--- config.mk ---
export PLATFORM = sky130hd
export DESIGN_NAME = control_list_power_ramp
export DESIGN_NICKNAME = d
export VERILOG_FILES = /design/src/hw/control_list_power_ramp.v
export VERILOG_INCLUDE_DIRS = /design/src /design/src/hw
export SDC_FILE = /design/constraint.sdc
export NUM_CORES = 2
export LEC_CHECK = 0
export BUFFER_PORTS_ARGS = -buffer_cell sky130_fd_sc_hd__buf_2
export CAP_MARGIN = 20
export CORE_MARGIN = 1.5
export CORE_UTILIZATION = 38
export CTS_CLUSTER_DIAMETER = 30
export DETAILED_ROUTE_END_ITERATION = 10
export GPL_ROUTABILITY_DRIVEN = 0
export PLACE_DENSITY = 0.6
export SLEW_MARGIN = 20
export SYNTH_ARGS = -nofsm -noshare
export SYNTH_HDL_FRONTEND = slang
export SYNTH_SLANG_ARGS = --single-unit
--- constraint.sdc ---
create_clock -name clock -period 88 [get_ports clock]
set_input_delay 17.6 -clock clock [delete_from_list [all_inputs] [get_ports clock]]
set_output_delay 17.6 -clock clock [all_outputs]
set_load 0.005 [all_outputs]
--- src/hw/ramp_defs.vh ---
// Register map, field positions, reset values and timing constants of the control list and power ramp block.
`ifndef RAMP_DEFS_VH
`define RAMP_DEFS_VH
// -----------------------------------------------------------------------------
// Register byte offsets.
// -----------------------------------------------------------------------------
`define REG_CTRL 8'h00
`define REG_LENGTH 8'h04
`define REG_RAMP 8'h08
`define REG_DELAYS 8'h0C
`define REG_ATTEN 8'h10
`define REG_SRATE 8'h14
`define REG_CURSOR 8'h18
`define REG_ENTRY 8'h1C
`define REG_PRESET 8'h20
`define REG_STATUS 8'h24
`define REG_POS 8'h28
// -----------------------------------------------------------------------------
// Control register fields.
// -----------------------------------------------------------------------------
`define CTRL_RUN 0
`define CTRL_RAMP_ON 1
`define CTRL_INTERNAL 2
`define CTRL_COSINE 3
`define CTRL_MARK_LIST 4
`define CTRL_SECOND_PATH 5
`define CTRL_RESET 32'h0000_0014
// -----------------------------------------------------------------------------
// List geometry and limits.
// -----------------------------------------------------------------------------
`define LIST_DEPTH 16
`define LIST_IDX_W 4
`define POS_W 16
`define LENGTH_RESET 16'h0040
`define RAMP_TIME_RESET 8'h04
`define SRATE_MAX_KHZ 32'h0000_1388
`define ERR_RATE_BIT 0
// -----------------------------------------------------------------------------
// Preset codes.
// -----------------------------------------------------------------------------
`define PRESET_ALL_UP 3'h0
`define PRESET_ALL_DOWN 3'h1
`define PRESET_RISE 3'h2
`define PRESET_FALL 3'h3
`define PRESET_RISE_FALL 3'h4
`define PRESET_FALL_RISE 3'h5
`endif

--- src/hw/control_list_power_ramp.v ---
// Control list playback and power envelope shaping with a classic Wishbone register slave.
// Contract
// Playback indexes from zero to range length.
// Playback wraps over the range length.
// Shortening range discards entries beyond it.
// Same-level entries kept, produce no change.
// Entry holds position and target level.
// Presets: all high, all low, centre edge.
// Two-edge presets symmetric about the centre.
// Cursor beyond range extends the range.
// Marker or control follows list when selected.
// Above 5 MHz ramping off, error raised.
// Internal source takes gate, attenuation from list.
// Internal source drives gate, attenuation pins.
// External party drives ramp pin when external.
// Second path attenuation uses selectable user pin.
// Edge shape linear or cosine.
// One ramp time for rise and fall.
// Signed rise offset shifts envelope start.
// Signed fall offset shifts envelope end.
// Attenuation reduces level by programmed amount.
// Outputs hold last transition level.
//
// Added by the designer: the placing of the registers and the Wishbone slave port.
`default_nettype none
`include "ramp_defs.vh"
module control_list_power_ramp (
   input wire clock,
   input wire resetn,
   input wire wb_cyc_i,
   input wire wb_stb_i,
   input wire wb_we_i,
   input wire [7:0] wb_adr_i,
   input wire [3:0] wb_sel_i,
   input wire [31:0] wb_dat_i,
   output reg [31:0] wb_dat_o,
   output reg wb_ack_o,
   input wire symbol_tick,
   input wire ext_gate_in,
   input wire ext_atten_a_in,
   input wire [3:0] user_pins_in,
   output reg [3:0] user_pins_out,
   output reg [3:0] user_pins_oe_n,
   output reg gate_pin_out,
   output reg atten_pin_out,
   output reg list_sourced_marker,
   output reg [7:0] envelope,
   output reg atten_active
);
   // -----------------------------------------------------------------------------
   // Registers and list storage.
   // -----------------------------------------------------------------------------
   reg [31:0] ctrl;
   reg [15:0] list_length;
   reg [7:0] ramp_time;
   reg [7:0] rise_off;
   reg [7:0] fall_off;
   reg [7:0] atten_db;
   reg [31:0] srate_khz;
   reg [15:0] cursor;
   reg [1:0] user_sel;
   reg [`POS_W-1:0] ent_pos [0:`LIST_DEPTH-1];
   reg ent_lvl [0:`LIST_DEPTH-1];
   reg [`LIST_DEPTH-1:0] ent_valid;
   reg rate_err;
   reg [15:0] play_pos;
   reg list_level;
   reg gate_q;
   reg [15:0] env_cnt;
   reg [7:0] ramp_cnt;
   reg env_on;
   reg env_rising;
   reg [8:0] shift_cnt;
   integer i;
   wire bus_req = wb_cyc_i & wb_stb_i & ~wb_ack_o;
   wire bus_wr = bus_req & wb_we_i;
   wire rate_ok = srate_khz <= `SRATE_MAX_KHZ;
   wire ramp_enable = ctrl[`CTRL_RAMP_ON] & rate_ok;
   wire internal_src = ctrl[`CTRL_INTERNAL];
   // Second path attenuation comes from the chosen user pin when external.
   wire ext_atten = ctrl[`CTRL_SECOND_PATH] ? user_pins_in[user_sel] : ext_atten_a_in;
   wire gate_src = internal_src ? list_level : ext_gate_in;
   wire atten_src = internal_src ? list_level : ext_atten;
   wire [15:0] centre = {1'b0, list_length[15:1]};
   wire [15:0] quarter = {2'b00, list_length[15:2]};

   // Merges byte lanes of a write into an old register value.
   function [31:0] merge;
      input [31:0] old;
      input [31:0] val;
      input [3:0] sel;
      integer b;
      begin
         merge = old;
         for (b = 0; b < 4; b = b + 1) begin
            if (sel[b]) begin
               merge[b*8 +: 8] = val[b*8 +: 8];
            end
         end
      end
   endfunction

   // Cosine-like edge from a linear fraction: smoothstep 3x^2 - 2x^3.
   function [7:0] shape;
      input [7:0] x;
      input cosine;
      reg [23:0] x3;
      reg [15:0] x2;
      reg [25:0] lin3;
      reg [25:0] cub2;
      reg [25:0] diff;
      begin
         x2 = x * x;
         x3 = x2 * x;
         lin3 = ({10'h000, x2} * 26'h0000003) >> 8;
         cub2 = ({2'h0, x3} * 26'h0000002) >> 16;
         diff = lin3 - cub2;
         if (cosine) begin
            // The full-scale end point reaches 256, so it is held at the top code.
            shape = diff[8] ? 8'hFF : diff[7:0];
         end else begin
            shape = x;
         end
      end
   endfunction

   // -----------------------------------------------------------------------------
   // Wishbone slave, list editing and presets.
   // -----------------------------------------------------------------------------
   always @(posedge clock or negedge resetn) begin
      if (!resetn) begin
         wb_ack_o <= 1'b0;
         wb_dat_o <= 32'h0000_0000;
         ctrl <= `CTRL_RESET;
         list_length <= `LENGTH_RESET;
         ramp_time <= `RAMP_TIME_RESET;
         rise_off <= 8'h00;
         fall_off <= 8'h00;
         atten_db <= 8'h00;
         srate_khz <= 32'h0000_0000;
         cursor <= 16'h0000;
         user_sel <= 2'h0;
         ent_valid <= {`LIST_DEPTH{1'b0}};
         rate_err <= 1'b0;
         for (i = 0; i < `LIST_DEPTH; i = i + 1) begin
            ent_pos[i] <= 16'h0000;
            ent_lvl[i] <= 1'b0;
         end
      end else begin
         wb_ack_o <= bus_req;
         if (ctrl[`CTRL_RAMP_ON] && !rate_ok) begin
            ctrl[`CTRL_RAMP_ON] <= 1'b0;
            rate_err <= 1'b1;
         end
         if (bus_wr) begin
            if (wb_adr_i == `REG_CTRL) begin
               ctrl <= merge(ctrl, wb_dat_i, wb_sel_i);
               user_sel <= wb_dat_i[9:8];
            end else if (wb_adr_i == `REG_LENGTH) begin
               list_length <= wb_dat_i[15:0];
               for (i = 0; i < `LIST_DEPTH; i = i + 1) begin
                  if (ent_pos[i] >= wb_dat_i[15:0]) begin
                     ent_valid[i] <= 1'b0;
                  end
               end
            end else if (wb_adr_i == `REG_RAMP) begin
               ramp_time <= wb_dat_i[7:0];
            end else if (wb_adr_i == `REG_DELAYS) begin
               rise_off <= wb_dat_i[7:0];
               fall_off <= wb_dat_i[15:8];
            end else if (wb_adr_i == `REG_ATTEN) begin
               atten_db <= wb_dat_i[7:0];
            end else if (wb_adr_i == `REG_SRATE) begin
               srate_khz <= wb_dat_i;
            end else if (wb_adr_i == `REG_CURSOR) begin
               cursor <= wb_dat_i[15:0];
               if (wb_dat_i[15:0] >= list_length) begin
                  list_length <= wb_dat_i[15:0] + 16'h0001;
               end
            end else if (wb_adr_i == `REG_ENTRY) begin
               // Word: [31:28] slot, [24] delete, [16] level, [15:0] position.
               ent_pos[wb_dat_i[31:28]] <= wb_dat_i[15:0];
               ent_lvl[wb_dat_i[31:28]] <= wb_dat_i[16];
               ent_valid[wb_dat_i[31:28]] <= ~wb_dat_i[24] & (wb_dat_i[15:0] < list_length);
            end else if (wb_adr_i == `REG_PRESET) begin
               ent_valid <= {`LIST_DEPTH{1'b0}};
               ent_pos[0] <= 16'h0000;
               ent_valid[0] <= 1'b1;
               ent_valid[1] <= 1'b1;
               if (wb_dat_i[2:0] == `PRESET_ALL_UP) begin
                  ent_lvl[0] <= 1'b1;
                  ent_valid[1] <= 1'b0;
               end else if (wb_dat_i[2:0] == `PRESET_ALL_DOWN) begin
                  ent_lvl[0] <= 1'b0;
                  ent_valid[1] <= 1'b0;
               end else if (wb_dat_i[2:0] == `PRESET_RISE || wb_dat_i[2:0] == `PRESET_FALL) begin
                  ent_lvl[0] <= wb_dat_i[0];
                  ent_pos[1] <= centre;
                  ent_lvl[1] <= ~wb_dat_i[0];
               end else begin
                  ent_lvl[0] <= wb_dat_i[0];
                  ent_pos[1] <= centre - quarter;
                  ent_lvl[1] <= ~wb_dat_i[0];
                  ent_pos[2] <= centre + quarter;
                  ent_lvl[2] <= wb_dat_i[0];
                  ent_valid[2] <= 1'b1;
               end
            end else if (wb_adr_i == `REG_STATUS) begin
               rate_err <= rate_err & ~wb_dat_i[`ERR_RATE_BIT];
            end
         end
         if (bus_req && !wb_we_i) begin
            if (wb_adr_i == `REG_CTRL) begin
               wb_dat_o <= {22'h0, user_sel, ctrl[7:0]};
            end else if (wb_adr_i == `REG_LENGTH) begin
               wb_dat_o <= {16'h0, list_length};
            end else if (wb_adr_i == `REG_RAMP) begin
               wb_dat_o <= {24'h0, ramp_time};
            end else if (wb_adr_i == `REG_DELAYS) begin
               wb_dat_o <= {16'h0, fall_off, rise_off};
            end else if (wb_adr_i == `REG_ATTEN) begin
               wb_dat_o <= {24'h0, atten_db};
            end else if (wb_adr_i == `REG_SRATE) begin
               wb_dat_o <= srate_khz;
            end else if (wb_adr_i == `REG_CURSOR) begin
               wb_dat_o <= {16'h0, cursor};
            end else if (wb_adr_i == `REG_ENTRY) begin
               wb_dat_o <= {16'h0, ent_valid};
            end else if (wb_adr_i == `REG_STATUS) begin
               wb_dat_o <= {24'h0, env_on, atten_active, list_level, 4'h0, rate_err};
            end else if (wb_adr_i == `REG_POS) begin
               wb_dat_o <= {16'h0, play_pos};
            end else begin
               wb_dat_o <= 32'h0000_0000;
            end
         end
      end
   end

   // -----------------------------------------------------------------------------
   // Playback: level of the latest valid entry at or before the position.
   // -----------------------------------------------------------------------------
   reg next_level;
   reg hit;
   reg [15:0] best;
   reg [15:0] next_pos;
   // The level is looked up at the position that playback moves to, so level and position agree.
   always @* begin
      next_level = list_level;
      hit = 1'b0;
      best = 16'h0000;
      next_pos = play_pos + 16'h0001;
      if (next_pos >= list_length) begin
         next_pos = 16'h0000;
      end
      for (i = 0; i < `LIST_DEPTH; i = i + 1) begin
         if (ent_valid[i] && ent_pos[i] <= next_pos && (!hit || ent_pos[i] >= best)) begin
            hit = 1'b1;
            best = ent_pos[i];
            next_level = ent_lvl[i];
         end
      end
   end

   always @(posedge clock or negedge resetn) begin
      if (!resetn) begin
         play_pos <= 16'h0000;
         list_level <= 1'b0;
      end else if (!ctrl[`CTRL_RUN]) begin
         play_pos <= 16'h0000;
      end else if (symbol_tick) begin
         list_level <= next_level;
         play_pos <= next_pos;
      end
   end

   // -----------------------------------------------------------------------------
   // Envelope: offsets, ramp counter, shape and attenuation.
   // -----------------------------------------------------------------------------
   always @(posedge clock or negedge resetn) begin
      if (!resetn) begin
         gate_q <= 1'b0;
         env_on <= 1'b0;
         env_rising <= 1'b0;
         ramp_cnt <= 8'h00;
         shift_cnt <= 9'h000;
         env_cnt <= 16'h0000;
         envelope <= 8'h00;
         atten_active <= 1'b0;
         gate_pin_out <= 1'b0;
         atten_pin_out <= 1'b0;
         list_sourced_marker <= 1'b0;
         user_pins_out <= 4'h0;
         user_pins_oe_n <= 4'hF;
      end else begin
         list_sourced_marker <= ctrl[`CTRL_MARK_LIST] & list_level;
         gate_pin_out <= internal_src & list_level;
         atten_pin_out <= internal_src & list_level;
         user_pins_oe_n <= 4'hF;
         user_pins_out <= 4'h0;
         if (internal_src && ctrl[`CTRL_SECOND_PATH]) begin
            user_pins_oe_n[user_sel] <= 1'b0;
            user_pins_out[user_sel] <= list_level;
         end
         atten_active <= ramp_enable & atten_src;
         if (!ramp_enable) begin
            env_on <= 1'b0;
            shift_cnt <= 9'h000;
            envelope <= 8'hFF;
         end else if (symbol_tick) begin
            gate_q <= gate_src;
            if (gate_src != gate_q) begin
               // Offset: positive rise delays start, positive fall delays end.
               shift_cnt <= gate_src ? {1'b0, rise_off} : {1'b0, fall_off};
               env_rising <= gate_src;
               // Negative offset advances the edge by starting it early into the ramp.
               if ((gate_src ? rise_off[7] : fall_off[7]) || (gate_src ? rise_off : fall_off) == 8'h00) begin
                  shift_cnt <= 9'h000;
                  env_on <= 1'b1;
                  ramp_cnt <= gate_src ? (8'h00 - rise_off) : (8'h00 - fall_off);
               end
            end else if (shift_cnt != 9'h000) begin
               shift_cnt <= shift_cnt - 9'h001;
               if (shift_cnt == 9'h001) begin
                  env_on <= 1'b1;
                  ramp_cnt <= 8'h00;
               end
            end else if (env_on) begin
               if (ramp_cnt + 8'h01 >= ramp_time) begin
                  env_on <= 1'b0;
               end
               ramp_cnt <= ramp_cnt + 8'h01;
            end
            env_cnt <= (ramp_time == 8'h00) ? 16'h00FF : ({8'h00, ramp_cnt} * 16'h00FF) / {8'h00, ramp_time};
            if (env_on) begin
               envelope <= shape(env_rising ? env_cnt[7:0] : (8'hFF - env_cnt[7:0]), ctrl[`CTRL_COSINE])
                  >> (atten_src ? atten_db[2:0] : 3'h0);
            end else begin
               envelope <= (env_rising ? 8'hFF : 8'h00) >> (atten_src ? atten_db[2:0] : 3'h0);
            end
         end
      end
   end
endmodule
`default_nettype wire

Word level (Yosys, flattened, before mapping)
Index checks and enable logic that the tools add are counted.

Add/sub/neg operators: 10. Multiply operators: 4. Div/mod/pow operators: 1. Magnitude comparators: 58. Eq/ne operators: 47. Shift operators: 2. Multiplexer cells: 176. Bitwise gates (word level): 22. Reductions and logical operators: 116.

Operator list (number): 16-bit 2-to-1 mux (40); 16-bit greater-or-equal comparator (33); 256-bit bitwise mux (1); 16-bit <= comparator (16); 32-bit 2-to-1 mux (8); 9-bit AND reduction (18); 8-bit 2-to-1 mux (20); 48-bit 2-to-1 mux (2); 1-bit 2-to-1 mux (84); 16-bit demux with 4-bit select (1); 2-bit != test (second input constant) (23); 1-bit logical AND (37); 9-bit 2-to-1 mux (4); 16-bit by 1-bit adder with 16-bit output (second input constant) (2); 16-bit bitwise mux (2); 8-bit by 5-bit == test with 1-bit output (second input constant) (4); 32-bit by 13-bit <= comparator with 1-bit output (second input constant) (1); 8-bit by 6-bit == test with 1-bit output (second input constant) (3); 8-bit logical NOT (3); 16-bit by 8-bit multiplier with 24-bit output (1); 1-bit logical NOT (17); 1-bit logical OR (17); 16-bit by 2-bit multiplier with 17-bit output (second input constant) (1); 15-bit by 14-bit adder with 16-bit output (1); other kinds (54) (97).

Bits in registers: 492. Output and inout bits: 53. Word-level logic and storage cells: 511.

Depth between registers and ports, before layout
Word-level depth: 67. Mapped depth: 247. Depth with buffers taken out: 219.

Worst setup path before layout
Ideal clock, no wire load.

Path kind: register to register. Start point: register play_pos[0]. End point: register list_level. Setup time: 127 ps. Arrival: 41169 ps. Required time: 87873 ps. Slack: 46704 ps. Cell stages (with the launch flop): 236. Buffers on the path: 27. Path through: dfrtp_1 > ha_1 > ha_1 > a21o_1 > a21o_1 > a21o_1 > a21o_1 > a21o_1 > a21o_1 > a21o_1 > a21o_1 > a21o_1 > a21o_1 > a21o_1 > a21o_1 > a21o_1 > a21o_1 > a21oi_1 > (+200 left out) > a21o_1 > a21o_1 > a21o_1 > a21o_1 > a21o_1 > a21o_1 > a21o_1 > a21o_1 > a21oi_1 > nor2b_1 > o21ai_0 > nand2b_1 > a21oi_1 > o21ai_0 > o41ai_1 > nand2b_1 > o221ai_1 > a211oi_1.

Longest elaborated chain between the ends: 67. Elaborated cells between the ends (all ways): 142. Classes of those cells: add/sub: 1; order compare: 32; mux: 46; reduce/logical: 63.

Ends and longest elaborated chain: start, declared (RTL line control_list_power_ramp.v:66) `reg [15:0] play_pos;`; start signal, assigned (RTL line control_list_power_ramp.v:273) `play_pos <= next_pos;`; 16-bit by 1-bit adder with 16-bit output * (RTL line control_list_power_ramp.v:252) `next_pos = play_pos + 16'h0001;`; 16-bit greater-or-equal comparator (RTL line control_list_power_ramp.v:253) `if (next_pos >= list_length) begin`; 16-bit 2-to-1 mux * (RTL line control_list_power_ramp.v:253); 16-bit <= comparator (RTL line control_list_power_ramp.v:257) `if (ent_valid[i] && ent_pos[i] <= next_pos && (!hit || ent_pos[i] >= best)) begin`; 1-bit logical AND (RTL line control_list_power_ramp.v:257); 16-bit 2-to-1 mux / 1-bit 2-to-1 mux (equally long branches) (RTL line control_list_power_ramp.v:257); 16-bit greater-or-equal comparator / 1-bit logical NOT (equally long branches) (RTL line control_list_power_ramp.v:257); 1-bit logical OR (RTL line control_list_power_ramp.v:257); (+51 left out); 1-bit logical OR (RTL line control_list_power_ramp.v:257); 1-bit logical AND (RTL line control_list_power_ramp.v:257); 16-bit 2-to-1 mux / 1-bit 2-to-1 mux (equally long branches) (RTL line control_list_power_ramp.v:257); 16-bit greater-or-equal comparator / 1-bit logical NOT (equally long branches) (RTL line control_list_power_ramp.v:257); 1-bit logical OR (RTL line control_list_power_ramp.v:257); 1-bit logical AND (RTL line control_list_power_ramp.v:257); 16-bit nonzero test (no line); 3-bit AND reduction (no line); end signal, assigned (RTL line control_list_power_ramp.v:272) `list_level <= next_level;`; end, declared (RTL line control_list_power_ramp.v:67) `reg list_level;`.

Every way passes the cells marked *; elsewhere a longest branch is shown, timed or not. A chain may end at the register's enable or synchronous reset.

Worst setup path in the final report
Same ends and word-level chain as after synthesis.

==> impl_metrics.yaml <==
global_routing:
  use_met2: 0.389
  use_met1: 0.346
  grt_first_pass_wirelength_um: 294000
  grt_pass1_vias: 48700
  grt.total_usage: 0.252
  grt_max_degree: 161
  top_usage_layer: "met2"
  antenna_found_initial: 19
  grt-ovfl-total: 0
  grt_use_met3: 0.0463
yosys:
  ys_seq_area_frac: 0.220
  ys.flop_type: "dfrtp_1"
  synth.distinct_cells: 122
  synthArstFlopShare: 1.00
  syn_inst: 6396
  synth_edf_count: 0
  postSynthAreaPerCell_um2: 8.76
  synth_nets: 7640
  synth_seq_cells: 492
  yosysWarnings: 0
  syn_area_um2: 56000
sta:
  min_period_over_period: 0.543
  setup-tns-final_ps: 0
  drv_slew: 0
  finalHoldViolCount: 0
  setup_viol: 0
  slew_headroom: 0.241
  fmax_mhz: 20.9
  hold_ws_ps: 464
  finClkSkew_ps: 32.6
  tightestPinTransition_ps: 1130
  rsz0062_at_grt: "no"
  period_needed_ps: 47740
detailed_routing:
  vias: 50100
  vias_per_cell: 5.86
  wl_per_cell_um: 22.4
  drc_errors: 0
  routed_wl_um: 192000
  drt_iter0_drc: 4503
  ant_nets: 0
  first_pass_iters: 8
floorplan:
  die_y_um: 387
  io_pins: 109
  die_w_um: 387
  core_um2: 146000
  start_util: 0.384
  fp.dieArea_um2: 150000
  core.rowCount: 140
worst_setup_path:
  cp_max_fo: 49
  critPathRequiredTime_ps: 88650
  path_class: "register to register"
  crit_buf_inv: 10
  crit_path_end_kind: "register"
  cpMostUsedCell: "a21o_1"
  crit_arrival_ps: 48390
  cp_slowest_cell: "o31ai_4"
  startpoint_type: "register"
  max_stage_delay_ps: 940
  critPathTopFamily: "compound AO/OA/AOI/OAI gates"
clock_tree:
  htreeDepth: 4
  numCtsBuffers: 150
  cts_setup_buffers: 0
  clk_latency_ps: 780
  clockBufferDepth: 3
  clkSinkCount: 492
  cts_tree: "yes"
  cts_resized: 0
  clk_pin_slew_ps: 50
  postCtsHoldBufs: 0
  cts_root_buffer: "clkbuf_16"
run:
  maxCapViolCount: 0
final_layout:
  final_util: 0.440
  fin_nets: 7746
  drive_gt1_frac: 0.120
  layout_common_cells: "ha_1 (1,054), nand2_1 (613), dfrtp_1 (484)"
  area_delta_synth_final_pct: 14.5
  final_common_cell: "ha_1"
hold_path:
  hp-class: "register to register"
place:
  hpwl_um: 139000
  numPortBuffers: 105
outcome:
  status: "completed"
tightest hold or removal path: cells and delay by family, from the launching register on:
family | cells | cell delay, ps
flip-flops | 1 | 330
AND/OR/NAND/NOR | 2 | 100
final timing paths:
| path | startpoint | end | slack, ps | cells after the start |
|---|---|---|---|---|
| setup / recovery | play_pos[0] | list_level | 40260 | 217 |
| setup reg to reg | play_pos[0] | list_level | 40260 | 217 |
| hold / removal | wb_dat_o[19] | wb_dat_o[19] | 460 | 2 |
| max in group asynchronous | resetn | ent_pos[24] | 69000 | 3 |
| hold reg to reg | wb_dat_o[19] | wb_dat_o[19] | 460 | 2 |
| min in group asynchronous | resetn | ent_pos[176] | 16800 | 1 |
cell type report:
class | count | area (um2)
repair buffers | 211 | 1360
fillers | 14100 | 81800
inverters | 407 | 1530
clock inverters | 80 | 1150
multi-input cells | 5240 | 41200
flip-flops and latches | 492 | 12300
clock buffers | 197 | 4150
well taps | 1917 | 2400
diodes | 6 | 15.0
layer usage:
metal / vias up / part of all wire
met5: - / 0.00042
met4: 12 / 0.040
met3: 434 / 0.076
met2: 1722 / 0.43
met1: 24400 / 0.45
li1: 23600 / -
per-stage QoR:
step                instance area, um2  cells  worst slack, ps
floorplan                        56000   6396            46700
global placement                 58800   8266            41500
detailed placement               58800   8266            41090
CTS                              64100   8543            40830
global route                     64100   8547            37590
finish                           64100   8550            40260
state kept, by name, indices dropped and copies added (netlist names), 9 cells and up:
signal       count
ent_pos        256
cursor          16
ent_valid       16
wb_dat_o        32
play_pos        16
shift_cnt        9
list_length     16
srate_khz       32
ent_lvl         16
cells by family (layout without fill, tap and decap cells):
group | count (synthesis) | count (layout) | share of synthesized area
other | 0 | 6 | 0
adders and majority gates | 1188 | 1188 | 0.283
buffers and inverters | 664 | 895 | 0.0456
muxes | 283 | 283 | 0.0559
DFF | 492 | 492 | 0.220
and+or+nand+nor | 1764 | 1764 | 0.151
AOI/OAI and AO/OA | 1861 | 1861 | 0.221
xor gates and xnor gates | 144 | 144 | 0.0230
cells in the mapped netlist (15+ instances only):
cell       count  area (um2)
ha_1        1054       13200
nand2_1      616        2310
dfrtp_1      484       12100
o21ai_0      480        2400
inv_1        403        1510
a21oi_1      394        1970
nor2_1       386        1450
a21o_1       270        2030
clkbuf_1     222         833
mux2_2       186        2090
nand2b_1     140         876
fa_1         134        2680
nand3_1      121         606
o21a_1       119         893
nor2b_1      110         688
nor3_1        96         480
xnor2_1       94         823
nand4_1       91         569
mux2i_1       85         851
o31ai_1       67         503
a22oi_1       56         420
a31oi_1       48         300
xor2_1        48         420
and2_1        38         238
o21bai_1      35         263
a211oi_1      33         248
and3_1        32         200
o211ai_1      30         225
or2_2         27         169
a222oi_1      25         250
a22o_1        22         193
or3_1         21         131
nor4_1        19         119
a221oi_1      18         158
buf_1         18        67.6
o221a_2       18         203
o22ai_1       17         106
o2111ai_1     16         140
a2111o_1      15         169
a211o_1       15         131
a21boi_0      15         113
o311a_1       15         150
Power is not shown: default switching activity piles up to over one toggle a cycle in this logic, so the estimate is an artifact.
